**src/fram_host_pkg.sv**
```systemverilog
// Constants and carrier types for the parallel nonvolatile memory host controller
// Overview of operation
// - A new row opens only by select falling or row address changing.
// - Host gives every write its own separate low strobe pulse.
// - Random row accesses are spaced at least the random read cycle time.
// - Strobe low at select fall makes a write; host data valid at strobe rise.
// - Host holds write for access time and data stable for setup before end.
// - Host holds select high at least the precharge time.
// - Host finishes accesses before sleep; device ignores pins while asleep.
// - Host waits the sleep exit delay after leaving sleep before any access.
package fram_host_pkg;
  localparam int ADDR_W = 16;
  localparam int DATA_W = 16;
  localparam int COL_W = 2;
  localparam int ROW_W = ADDR_W - COL_W;
  localparam int CLK_PERIOD_NS = 50;
  // Figures in ns
  localparam int ACCESS_TIME_NS = 60;
  localparam int RANDOM_READ_CYCLE_TIME_NS = 90;
  localparam int RANDOM_WRITE_CYCLE_TIME_NS = 90;
  localparam int PRECHARGE_MIN_TIME_NS = 30;
  localparam int PAGE_ACCESS_TIME_NS = 25;
  localparam int DATA_SETUP_NS = 20;
  localparam int SLEEP_EXIT_DELAY_NS = 450;
  // Least times round up, at least one cycle
  function automatic int cyc_up(input int ns);
    int c;
    c = (ns + CLK_PERIOD_NS - 1) / CLK_PERIOD_NS;
    return (c < 1) ? 1 : c;
  endfunction
  localparam int ACCESS_CYC = cyc_up(ACCESS_TIME_NS + DATA_SETUP_NS);
  localparam int RC_CYC = cyc_up(RANDOM_READ_CYCLE_TIME_NS);
  localparam int WC_CYC = cyc_up(RANDOM_WRITE_CYCLE_TIME_NS);
  localparam int PC_CYC = cyc_up(PRECHARGE_MIN_TIME_NS);
  localparam int PAGE_CYC = cyc_up(PAGE_ACCESS_TIME_NS);
  localparam int SLEEP_EXIT_CYC = cyc_up(SLEEP_EXIT_DELAY_NS);
  localparam int CNT_W = 8;

  typedef enum logic [6:0] {
    ST_IDLE = 7'h01,
    ST_PRECHG = 7'h02,
    ST_ACCESS = 7'h04,
    ST_WR_HOLD = 7'h08,
    ST_DONE = 7'h10,
    ST_SLEEP = 7'h20,
    ST_WAKE = 7'h40
  } state_t;

  typedef struct packed {
    logic wr;
    logic sleep;
    logic [1:0] byte_en_n;
    logic [ADDR_W-1:0] addr;
    logic [DATA_W-1:0] wdata;
  } req_t;

  typedef struct packed {
    logic chip_select_n;
    logic write_strobe_n;
    logic output_drive_n;
    logic upper_byte_sel_n;
    logic lower_byte_sel_n;
    logic sleep_request_n;
    logic [ADDR_W-1:0] addr;
  } pins_t;
endpackage

```
**src/fram_host.sv**
```systemverilog
// Host controller driving the parallel nonvolatile memory pins
`timescale 1ns/1ps
`default_nettype none
module fram_host
  import fram_host_pkg::*;
(
  input wire logic clk_i,
  input wire logic rst_n_i,
  input wire logic req_valid_i,
  output logic req_ready_o,
  input wire req_t req_i,
  output logic rsp_valid_o,
  output logic [DATA_W-1:0] rsp_data_o,
  output pins_t pins_o,
  input wire logic [DATA_W-1:0] data_lines_i,
  output logic [DATA_W-1:0] data_lines_o,
  output logic data_lines_oe_n_o
);
  typedef struct packed {
    state_t st;
    logic [CNT_W-1:0] cnt;
    logic [CNT_W-1:0] gap;
    logic row_open;
    logic [ROW_W-1:0] row;
    req_t cur;
    pins_t pins;
    logic drive;
    logic [DATA_W-1:0] wdata;
    logic rsp_valid;
    logic [DATA_W-1:0] rdata;
  } regs_t;

  localparam regs_t RESET_REGS = '{
    st: ST_IDLE, cnt: '0, gap: '0, row_open: 1'b0, row: '0, cur: '0,
    pins: '{chip_select_n: 1'b1, write_strobe_n: 1'b1, output_drive_n: 1'b1,
            upper_byte_sel_n: 1'b1, lower_byte_sel_n: 1'b1,
            sleep_request_n: 1'b1, addr: '0},
    drive: 1'b0, wdata: '0, rsp_valid: 1'b0, rdata: '0};

  function automatic logic [CNT_W-1:0] to_cnt(input int n);
    return n[CNT_W-1:0];
  endfunction

  regs_t r;
  regs_t next_r;
  logic same_row;

  assign same_row = r.row_open && (req_i.addr[ADDR_W-1:COL_W] == r.row) && !req_i.sleep;
  // Take a request only when idle and either the random-cycle spacing has elapsed or it hits the open row
  assign req_ready_o = (r.st == ST_IDLE) && (same_row || r.gap == '0);

  always_comb begin
    next_r = r;
    next_r.rsp_valid = 1'b0;
    if (r.gap != '0) begin
      next_r.gap = r.gap - to_cnt(1);
    end
    if (r.cnt != '0) begin
      next_r.cnt = r.cnt - to_cnt(1);
    end
    unique case (r.st)
      ST_IDLE: begin
        if (req_valid_i && req_ready_o) begin
          next_r.cur = req_i;
          if (req_i.sleep) begin
            // All accesses are finished here, so sleep is safe to enter
            next_r.pins.chip_select_n = 1'b1;
            next_r.pins.sleep_request_n = 1'b0;
            next_r.row_open = 1'b0;
            next_r.st = ST_SLEEP;
          end else if (same_row) begin
            // Column change only: stay in the open row
            next_r.pins.addr = req_i.addr;
            next_r.pins.upper_byte_sel_n = req_i.byte_en_n[1];
            next_r.pins.lower_byte_sel_n = req_i.byte_en_n[0];
            next_r.pins.output_drive_n = req_i.wr;
            next_r.pins.write_strobe_n = !req_i.wr;
            next_r.drive = req_i.wr;
            next_r.wdata = req_i.wdata;
            next_r.cnt = to_cnt(req_i.wr ? ACCESS_CYC : PAGE_CYC);
            next_r.st = ST_ACCESS;
          end else begin
            // New row: precharge with select high first
            next_r.pins.chip_select_n = 1'b1;
            next_r.pins.write_strobe_n = 1'b1;
            next_r.pins.output_drive_n = 1'b1;
            next_r.drive = 1'b0;
            next_r.row_open = 1'b0;
            next_r.cnt = to_cnt(PC_CYC);
            next_r.st = ST_PRECHG;
          end
        end
      end
      ST_PRECHG: begin
        if (r.cnt == to_cnt(1)) begin
          next_r.pins.addr = r.cur.addr;
          next_r.pins.upper_byte_sel_n = r.cur.byte_en_n[1];
          next_r.pins.lower_byte_sel_n = r.cur.byte_en_n[0];
          next_r.pins.chip_select_n = 1'b0;
          // Strobe low at select fall gives a select-controlled write
          next_r.pins.write_strobe_n = !r.cur.wr;
          next_r.pins.output_drive_n = r.cur.wr;
          next_r.drive = r.cur.wr;
          next_r.wdata = r.cur.wdata;
          next_r.row_open = 1'b1;
          next_r.row = r.cur.addr[ADDR_W-1:COL_W];
          next_r.gap = to_cnt(r.cur.wr ? WC_CYC : RC_CYC);
          next_r.cnt = to_cnt(ACCESS_CYC);
          next_r.st = ST_ACCESS;
        end
      end
      ST_ACCESS: begin
        if (r.cnt == to_cnt(1)) begin
          if (r.cur.wr) begin
            // Strobe rise ends the write with data held stable
            next_r.pins.write_strobe_n = 1'b1;
            next_r.st = ST_WR_HOLD;
          end else begin
            next_r.rdata = data_lines_i;
            next_r.rsp_valid = 1'b1;
            next_r.pins.output_drive_n = 1'b1;
            next_r.st = ST_IDLE;
          end
        end
      end
      ST_WR_HOLD: begin
        // One cycle of data hold after the strobe rises
        next_r.drive = 1'b0;
        next_r.rsp_valid = 1'b1;
        next_r.st = ST_DONE;
      end
      ST_DONE: begin
        next_r.st = ST_IDLE;
      end
      ST_SLEEP: begin
        if (req_valid_i && !req_i.sleep) begin
          next_r.pins.sleep_request_n = 1'b1;
          next_r.cnt = to_cnt(SLEEP_EXIT_CYC);
          next_r.st = ST_WAKE;
        end
      end
      ST_WAKE: begin
        if (r.cnt == to_cnt(1)) begin
          next_r.st = ST_IDLE;
        end
      end
    endcase
  end

  always_ff @(posedge clk_i or negedge rst_n_i) begin
    if (!rst_n_i) begin
      r <= RESET_REGS;
    end else begin
      r <= next_r;
    end
  end

  assign pins_o = r.pins;
  assign data_lines_o = r.wdata;
  assign data_lines_oe_n_o = !r.drive;
  assign rsp_valid_o = r.rsp_valid;
  assign rsp_data_o = r.rdata;
endmodule
`default_nettype wire

```
**config.mk**
```make
export PLATFORM = sky130hd
export DESIGN_NAME = fram_host
export DESIGN_NICKNAME = d
export VERILOG_FILES = /design/src/fram_host_pkg.sv /design/src/fram_host.sv
export SDC_FILE = /design/constraint.sdc
export NUM_CORES = 1
export LEC_CHECK = 0
export ABC_CLOCK_PERIOD_IN_PS = 5200
export BUFFER_PORTS_ARGS = -buffer_cell sky130_fd_sc_hd__buf_4
export CORE_ASPECT_RATIO = 0.6
export CORE_MARGIN = 4
export CORE_UTILIZATION = 40
export DETAILED_ROUTE_END_ITERATION = 8
export HOLD_SLACK_MARGIN = 0.06
export PLACE_DENSITY_LB_ADDON = 0.05
export SYNTH_ARGS = -nofsm -noshare
export SYNTH_HDL_FRONTEND = slang
export SYNTH_SLANG_ARGS = --single-unit
```
**constraint.sdc**
```tcl
create_clock -name clk_i -period 5.2 [get_ports clk_i]
set_input_delay 0.78 -clock clk_i [delete_from_list [all_inputs] [get_ports clk_i]]
set_output_delay 0.78 -clock clk_i [all_outputs]
set_load 0.005 [all_outputs]
```
==> results.json, run 1 <==
{
  "outcome": "complete, no violations",
  "drive_above_1_share_pct": 32.0,
  "top_level_ports": 112,
  "endpoint_kind": "primary output",
  "ys_seq_area_share_pct": 50.3,
  "worstSetupPathDepth": 7,
  "rsz0062_at_grt": "false",
  "syn_avg_cell_area_um2": 10.7,
  "path_clk_slew_ps": 60,
  "grt_remaining_overflow": 0,
  "drtIter0Drc": 273,
  "place_congestion": 0.870,
  "criticalPathCategory": "primary input to primary output",
  "ant_nets": 0,
  "dieWidth_um": 172,
  "htree_levels": 4,
  "grt_pass1_vias": 4268,
  "grt_antenna_before_repair": 0,
  "clock_power_share_pct": 51.3,
  "initial_core_util_pct": 41.4,
  "ys_top_cells_by_area": "dfrtp_1, mux2_2, buf_4, nand2_1, mux2i_1",
  "switching_share_pct": 23.3,
  "synth.most_common_cell": "dfrtp_1",
  "ys_ff_latch": 129,
  "clock-sinks": 129,
  "final_core_util_pct": 49.1,
  "cts_resized": 0,
  "yosysUniqueCellTypes": 59,
  "cts_buffers": 17,
  "slew_violations": 0,
  "critical-path-top-delay-family": "simple AND/OR/NAND/NOR gates",
  "p_leak_uw": 0.00371,
  "wirelength_um": 14300,
  "die_area_um2": 18200,
  "pwr-share-comb_pct": 6.0,
  "ctsHoldBuffers": 0,
  "synthCells": 602,
  "p_seq_share_pct": 42.7,
  "async_flop_share_pct": 100,
  "clockRootBuffer": "clkbuf_16",
  "rr_worst_depth": 9,
  "fin_crit_ps": 3410,
  "internal_power_uw": 1920,
  "worstPathArrival_ps": 2630,
  "ys_warn_count": 0,
  "yosysTopAreaCell": "dfrtp_1",
  "startpoint_type": "primary input",
  "p_switching_uw": 584,
  "max-slew-margin-rel_pct": 43.0,
  "critPathMostFrequentCell": "buf_4",
  "row_count": 35,
  "grt_max_degree": 91,
  "post-cts-setup-buffers": 0,
  "critPathBufInv": 2,
  "maxCapViolations": 0,
  "tritoncts": "yes",
  "fin_crit_sh_pct": 65.5,
  "synth_flop_cell": "dfrtp_1",
  "numPortBuffers": 111,
  "syn_area_um2": 6430,
  "synth_common_cells": "dfrtp_1, nand2_1, buf_4",
  "avgViaCountPerCell": 5.01,
  "setup_violations": 0,
  "syn_to_final_growth_pct": 18.7,
  "detailroute.via_count": 4361,
  "skew_ps": 13.5,
  "hold_viol": 0,
  "drc_errors": 0,
  "cp.required_ps": 4420,
  "clk_latency_ps": 420,
  "coreArea_um2": 15500,
  "tightest_slew_ps": 855,
  "synth_top_area_share_pct": 47.5,
  "hold_class": "primary input to asynchronous set/reset pin",
  "synth_edf_count": 0,
  "drt-pass1-iter-count": 5,
  "critPathSlowestCell": "nor4_4",
  "grt_pass1_wl_um": 22900,
  "routedWlPerCell_um": 16.4,
  "cp_max_fo": 9,
  "fin_nets": 713,
  "die_h_um": 106,
  "diodes": 0,
  "setup-tns-final_ps": 0,
  "syn-num-nets": 660,
  "clock_path_buffers": 2,
  "peakVddDrop_mv": 0.200,
  "clock.fmax_ghz": 0.294,
  "powerDensity_nw_per_um2": 327,
  "cp_slowest_stage_delay_ps": 660,
  "path_cells": "buf_4 -> xnor2_1 -> nand4_1 -> nor4_4 -> nand2b_1 -> a21boi_0 -> buf_4",
  "grt_use_total_pct": 16.1,
  "hpwl_um": 9730
}
==> state kept, by name, indices dropped and copies added (netlist names) <==
name	flops
rsp_data_o	16
data_lines_o	16
pins_o	22
rsp_valid_o	1
r	74
==> power groups by stage <==
stage	Clock, µW	Sequential [µW]	Combinational (µW)
after floorplan	0	1080	72.4
after global placement	0	1080	147
after detailed placement	0	1080	150
after CTS	1310	1070	152
after global routing	1360	1070	171
final	1280	1070	150
==> cell usage in the layout (no fill, tap or decap), types with 4 or more instances in the layout <==
master,Yosys,layout
a21oi_1,16,16
buf_4,56,114
bufinv_16,0,4
clkbuf_16,0,17
dfrtp_1,122,122
dfstp_2,7,7
inv_1,5,5
inv_6,0,5
mux2_1,5,5
mux2_2,47,47
mux2i_1,36,36
nand2_1,103,103
nand2b_1,6,6
nand3_1,6,6
nand3b_1,4,4
nand4_1,4,4
nor2_1,28,28
nor3_1,7,7
nor3b_1,4,4
o21ai_0,37,37
o21ai_1,9,9
xnor2_1,21,21
xor2_1,5,5
==> final timing paths <==
| check | startpoint | endpoint | slack [ps] |
|---|---|---|---|
| min in group clk_i | pins_o[17]$_DFFE_PN1P_ | pins_o[17]$_DFFE_PN1P_ | 470 |
| hold reg to reg | pins_o[17]$_DFFE_PN1P_ | pins_o[17]$_DFFE_PN1P_ | 470 |
| setup / recovery | req_i[28] | req_ready_o | 1790 |
| hold / removal | rst_n_i | r[122]$_DFF_PN0_ | 410 |
| setup reg to reg | r[116]$_DFF_PN0_ | pins_o[9]$_DFFE_PN0P_ | 2360 |
| max in group asynchronous | rst_n_i | pins_o[17]$_DFFE_PN1P_ | 3690 |
==> logic make-up (layout without fill, tap and decap cells) <==
logic type	after synthesis	count (layout)	share of synthesized area, %
AO/OA/AOI/OAI	80	80	7.00
multiplexers	88	88	14.7
buffers and inverters	86	152	9.09
flip-flops	129	129	50.3
AND/OR/NAND/NOR	190	190	14.7
XOR/XNOR	26	26	3.54
adder cells (fa/ha/maj)	3	3	0.584
==> per-stage QoR <==
| stage | setup slack, ps | instances | area, µm² | hold slack (ps) | power (µW) |
|---|---|---|---|---|---|
| detailed placement | 1790 | 839 | 7010 | 462 | 1230 |
| CTS | 1770 | 871 | 7640 | 471 | 2530 |
| floorplan | 2450 | 602 | 6430 | 445 | 1150 |
| global placement | 1790 | 839 | 7010 | 455 | 1230 |
| global route | 1640 | 871 | 7640 | 480 | 2600 |
| finish | 1790 | 871 | 7640 | 410 | 2500 |
==> worst reg2reg max path: stages (launching register included) <==
cell     delay (ps)
dfrtp_1         400
inv_1            90
ha_1            130
nor3b_1         470
nand2_1         330
nor2_4          600
a21oi_4          60
buf_4           360
nand2_1         170
o21ai_0          90
==> routing by layer <==
| layer | up-vias | GRT usage, % | share of wire [%] |
|---|---|---|---|
| met1 | 2119 | 24.8 | 53 |
| met5 | - | 0 | 0 |
| li1 | 2113 | - | - |
| met3 | 12 | 4.79 | 6.3 |
| met2 | 117 | 21.8 | 40 |
| met4 | 0 | 4.13 | 0.95 |
==> layout make-up <==
cell class / instances / area (µm²)
fillers: 1412 / 7910
flip-flops and latches: 129 / 3240
multi-input cells: 387 / 2630
repair buffers: 115 / 867
clock buffers: 18 / 429
well taps: 203 / 254
clock inverters: 14 / 201
inverters: 5 / 18.8
(Power assumes the default switching activity.)
==> run 2, diff against run 1 <==
- ABC_CLOCK_PERIOD_IN_PS: 5200 -> 3500
- clock period: 5.2 -> 3.5 ns (I/O delays scaled with it)
==> run 2 against run 1 <==
Compared with the run above:
- clock power grew 40%
- clock skew is essentially flat
- setup slack got worse by 980 ps
- combinational power is 47% higher
==> results.json, run 2 (synthesis gave the netlist of run 1 again) <==
{
  "initial_core_util_pct": 41.4,
  "largest-register": "r",
  "dieWidth_um": 172,
  "instances_no_fill": 874,
  "p_leak_uw": 0.00373,
  "n_fill_cell": 1424,
  "worstPathArrival_ps": 2170,
  "peakVddDrop_mv": 0.250,
  "hold_viol": 0,
  "setup-tns-final_ps": 0,
  "cts_resized": 0,
  "drive_above_1_share_pct": 32.2,
  "finalPower_uw": 3600,
  "max-slew-margin-rel_pct": 41.8,
  "row_count": 35,
  "grt_use_total_pct": 16.4,
  "clockRootBuffer": "clkbuf_16",
  "detailroute.via_count": 4353,
  "grt_remaining_overflow": 0,
  "outcome": "complete, no violations",
  "rsz0062_at_grt": "false",
  "fin_ws_ps": 809,
  "cp_max_fo": 4,
  "wirelength_um": 14600,
  "grt_antenna_before_repair": 0,
  "routedWlPerCell_um": 16.7,
  "layout_commonest_cell": "dfrtp_1",
  "drt-pass1-iter-count": 4,
  "grt_max_degree": 90,
  "top_level_ports": 112,
  "powerDensity_nw_per_um2": 469,
  "clk_latency_ps": 410,
  "grt_pass1_wl_um": 23300,
  "fin_crit_sh_pct": 76.9,
  "grt_pass1_vias": 4325,
  "setup_violations": 0,
  "slew_violations": 0,
  "coreArea_um2": 15500,
  "drc_errors": 0,
  "ctsHoldBuffers": 0,
  "diodes": 0,
  "clock_path_buffers": 2,
  "cts_buffers": 17,
  "ant_nets": 0,
  "clock.fmax_ghz": 0.372,
  "htree_levels": 4,
  "hold_class": "primary input to asynchronous set/reset pin",
  "hpwl_um": 10100,
  "endpoint_kind": "primary output",
  "layout_common_cells": "dfrtp_1, buf_4, nand2_1, mux2_2, o21ai_0",
  "place_ws_ps": 863,
  "fin_crit_ps": 2690,
  "place_congestion": 0.883,
  "skew_ps": 13.7,
  "cp.required_ps": 2970,
  "fin_nets": 716,
  "maxCapViolations": 0,
  "tightest_slew_ps": 874,
  "drtIter0Drc": 312,
  "criticalPathCategory": "register to primary output",
  "largest_reg_flops": 74,
  "post-cts-setup-buffers": 0,
  "die_area_um2": 18200,
  "path_clk_slew_ps": 60,
  "clock-sinks": 129,
  "die_h_um": 106,
  "numPortBuffers": 111,
  "dp_cells": 842,
  "syn_to_final_growth_pct": 19.3,
  "startpoint_type": "register",
  "final_core_util_pct": 49.4,
  "avgViaCountPerCell": 4.98,
  "tritoncts": "yes"
}
-- run 2: cell count changes in the layout (fill, tap and decap cells not counted) --
cell | previous run | this run
clkinv_2 | 1 | 3
clkinv_4 | 2 | 4
buf_12 | 0 | 4
clkbuf_1 | 1 | 2
inv_6 | 5 | 1
buf_4 | 114 | 113
bufinv_16 | 4 | 3
-- run 2: metrics by stage --
step / hold slack (ps) / area [µm²]
after floorplan: 229 / 6430
final: 152 / 7670
after detailed placement: 461 / 7080
after CTS: 225 / 7670
after global placement: 455 / 7080
after global routing: 259 / 7670
-- run 2: critical path, stage by stage (launching register included) --
cell and delay [ps]:
dfrtp_1 390, xnor2_1 230, nand4_1 210, nor4_4 340, nand2b_1 170, a21boi_0 260, buf_4 160
-- run 2: path summary, 6_finish.rpt --
path,cells after the start,slack [ps],from,endpoint
setup / recovery,6,810,r[94]$_DFFE_PN0P_,req_ready_o
hold / removal,1,150,rst_n_i,r[117]$_DFF_PN0_
setup reg to reg,6,820,r[116]$_DFF_PN0_,rsp_data_o[14]$_DFFE_PN0P_
hold reg to reg,2,470,pins_o[18]$_DFFE_PN1P_,pins_o[18]$_DFFE_PN1P_
max in group asynchronous,2,2590,rst_n_i,pins_o[20]$_DFFE_PN1P_
min in group clk_i,2,340,data_lines_i[12],rsp_data_o[12]$_DFFE_PN0P_
-- run 2: layout make-up --
type	instances	area (µm²)	share of cell area (%)
repair buffers	118	940	12.2
inverters	5	18.8	0.245
clock inverters	13	164	2.14
well taps	203	254	3.31
flip-flops and latches	129	3240	42.2
multi-input cells	387	2630	34.3
clock buffers	19	433	5.64
-- run 2: where the power goes --
part	switching, µW	internal [µW]	leakage (µW)
Combinational	113	108	0.00169
Sequential	52.6	1540	0.00175
Clock	668	1120	0.000287
Total	833	2760	0.00373
-- run 2: routing by layer --
metal  routed length (µm)  vias up  share of wire (%)  track usage (%)
met5                    0        -                  0                0
met4                  124        0               0.85             4.58
met3                 1040       11                7.1             4.68
met2                 5940      131                 41             22.2
met1                 7500     2086                 51             25.3
li1                     -     2125                  -                -
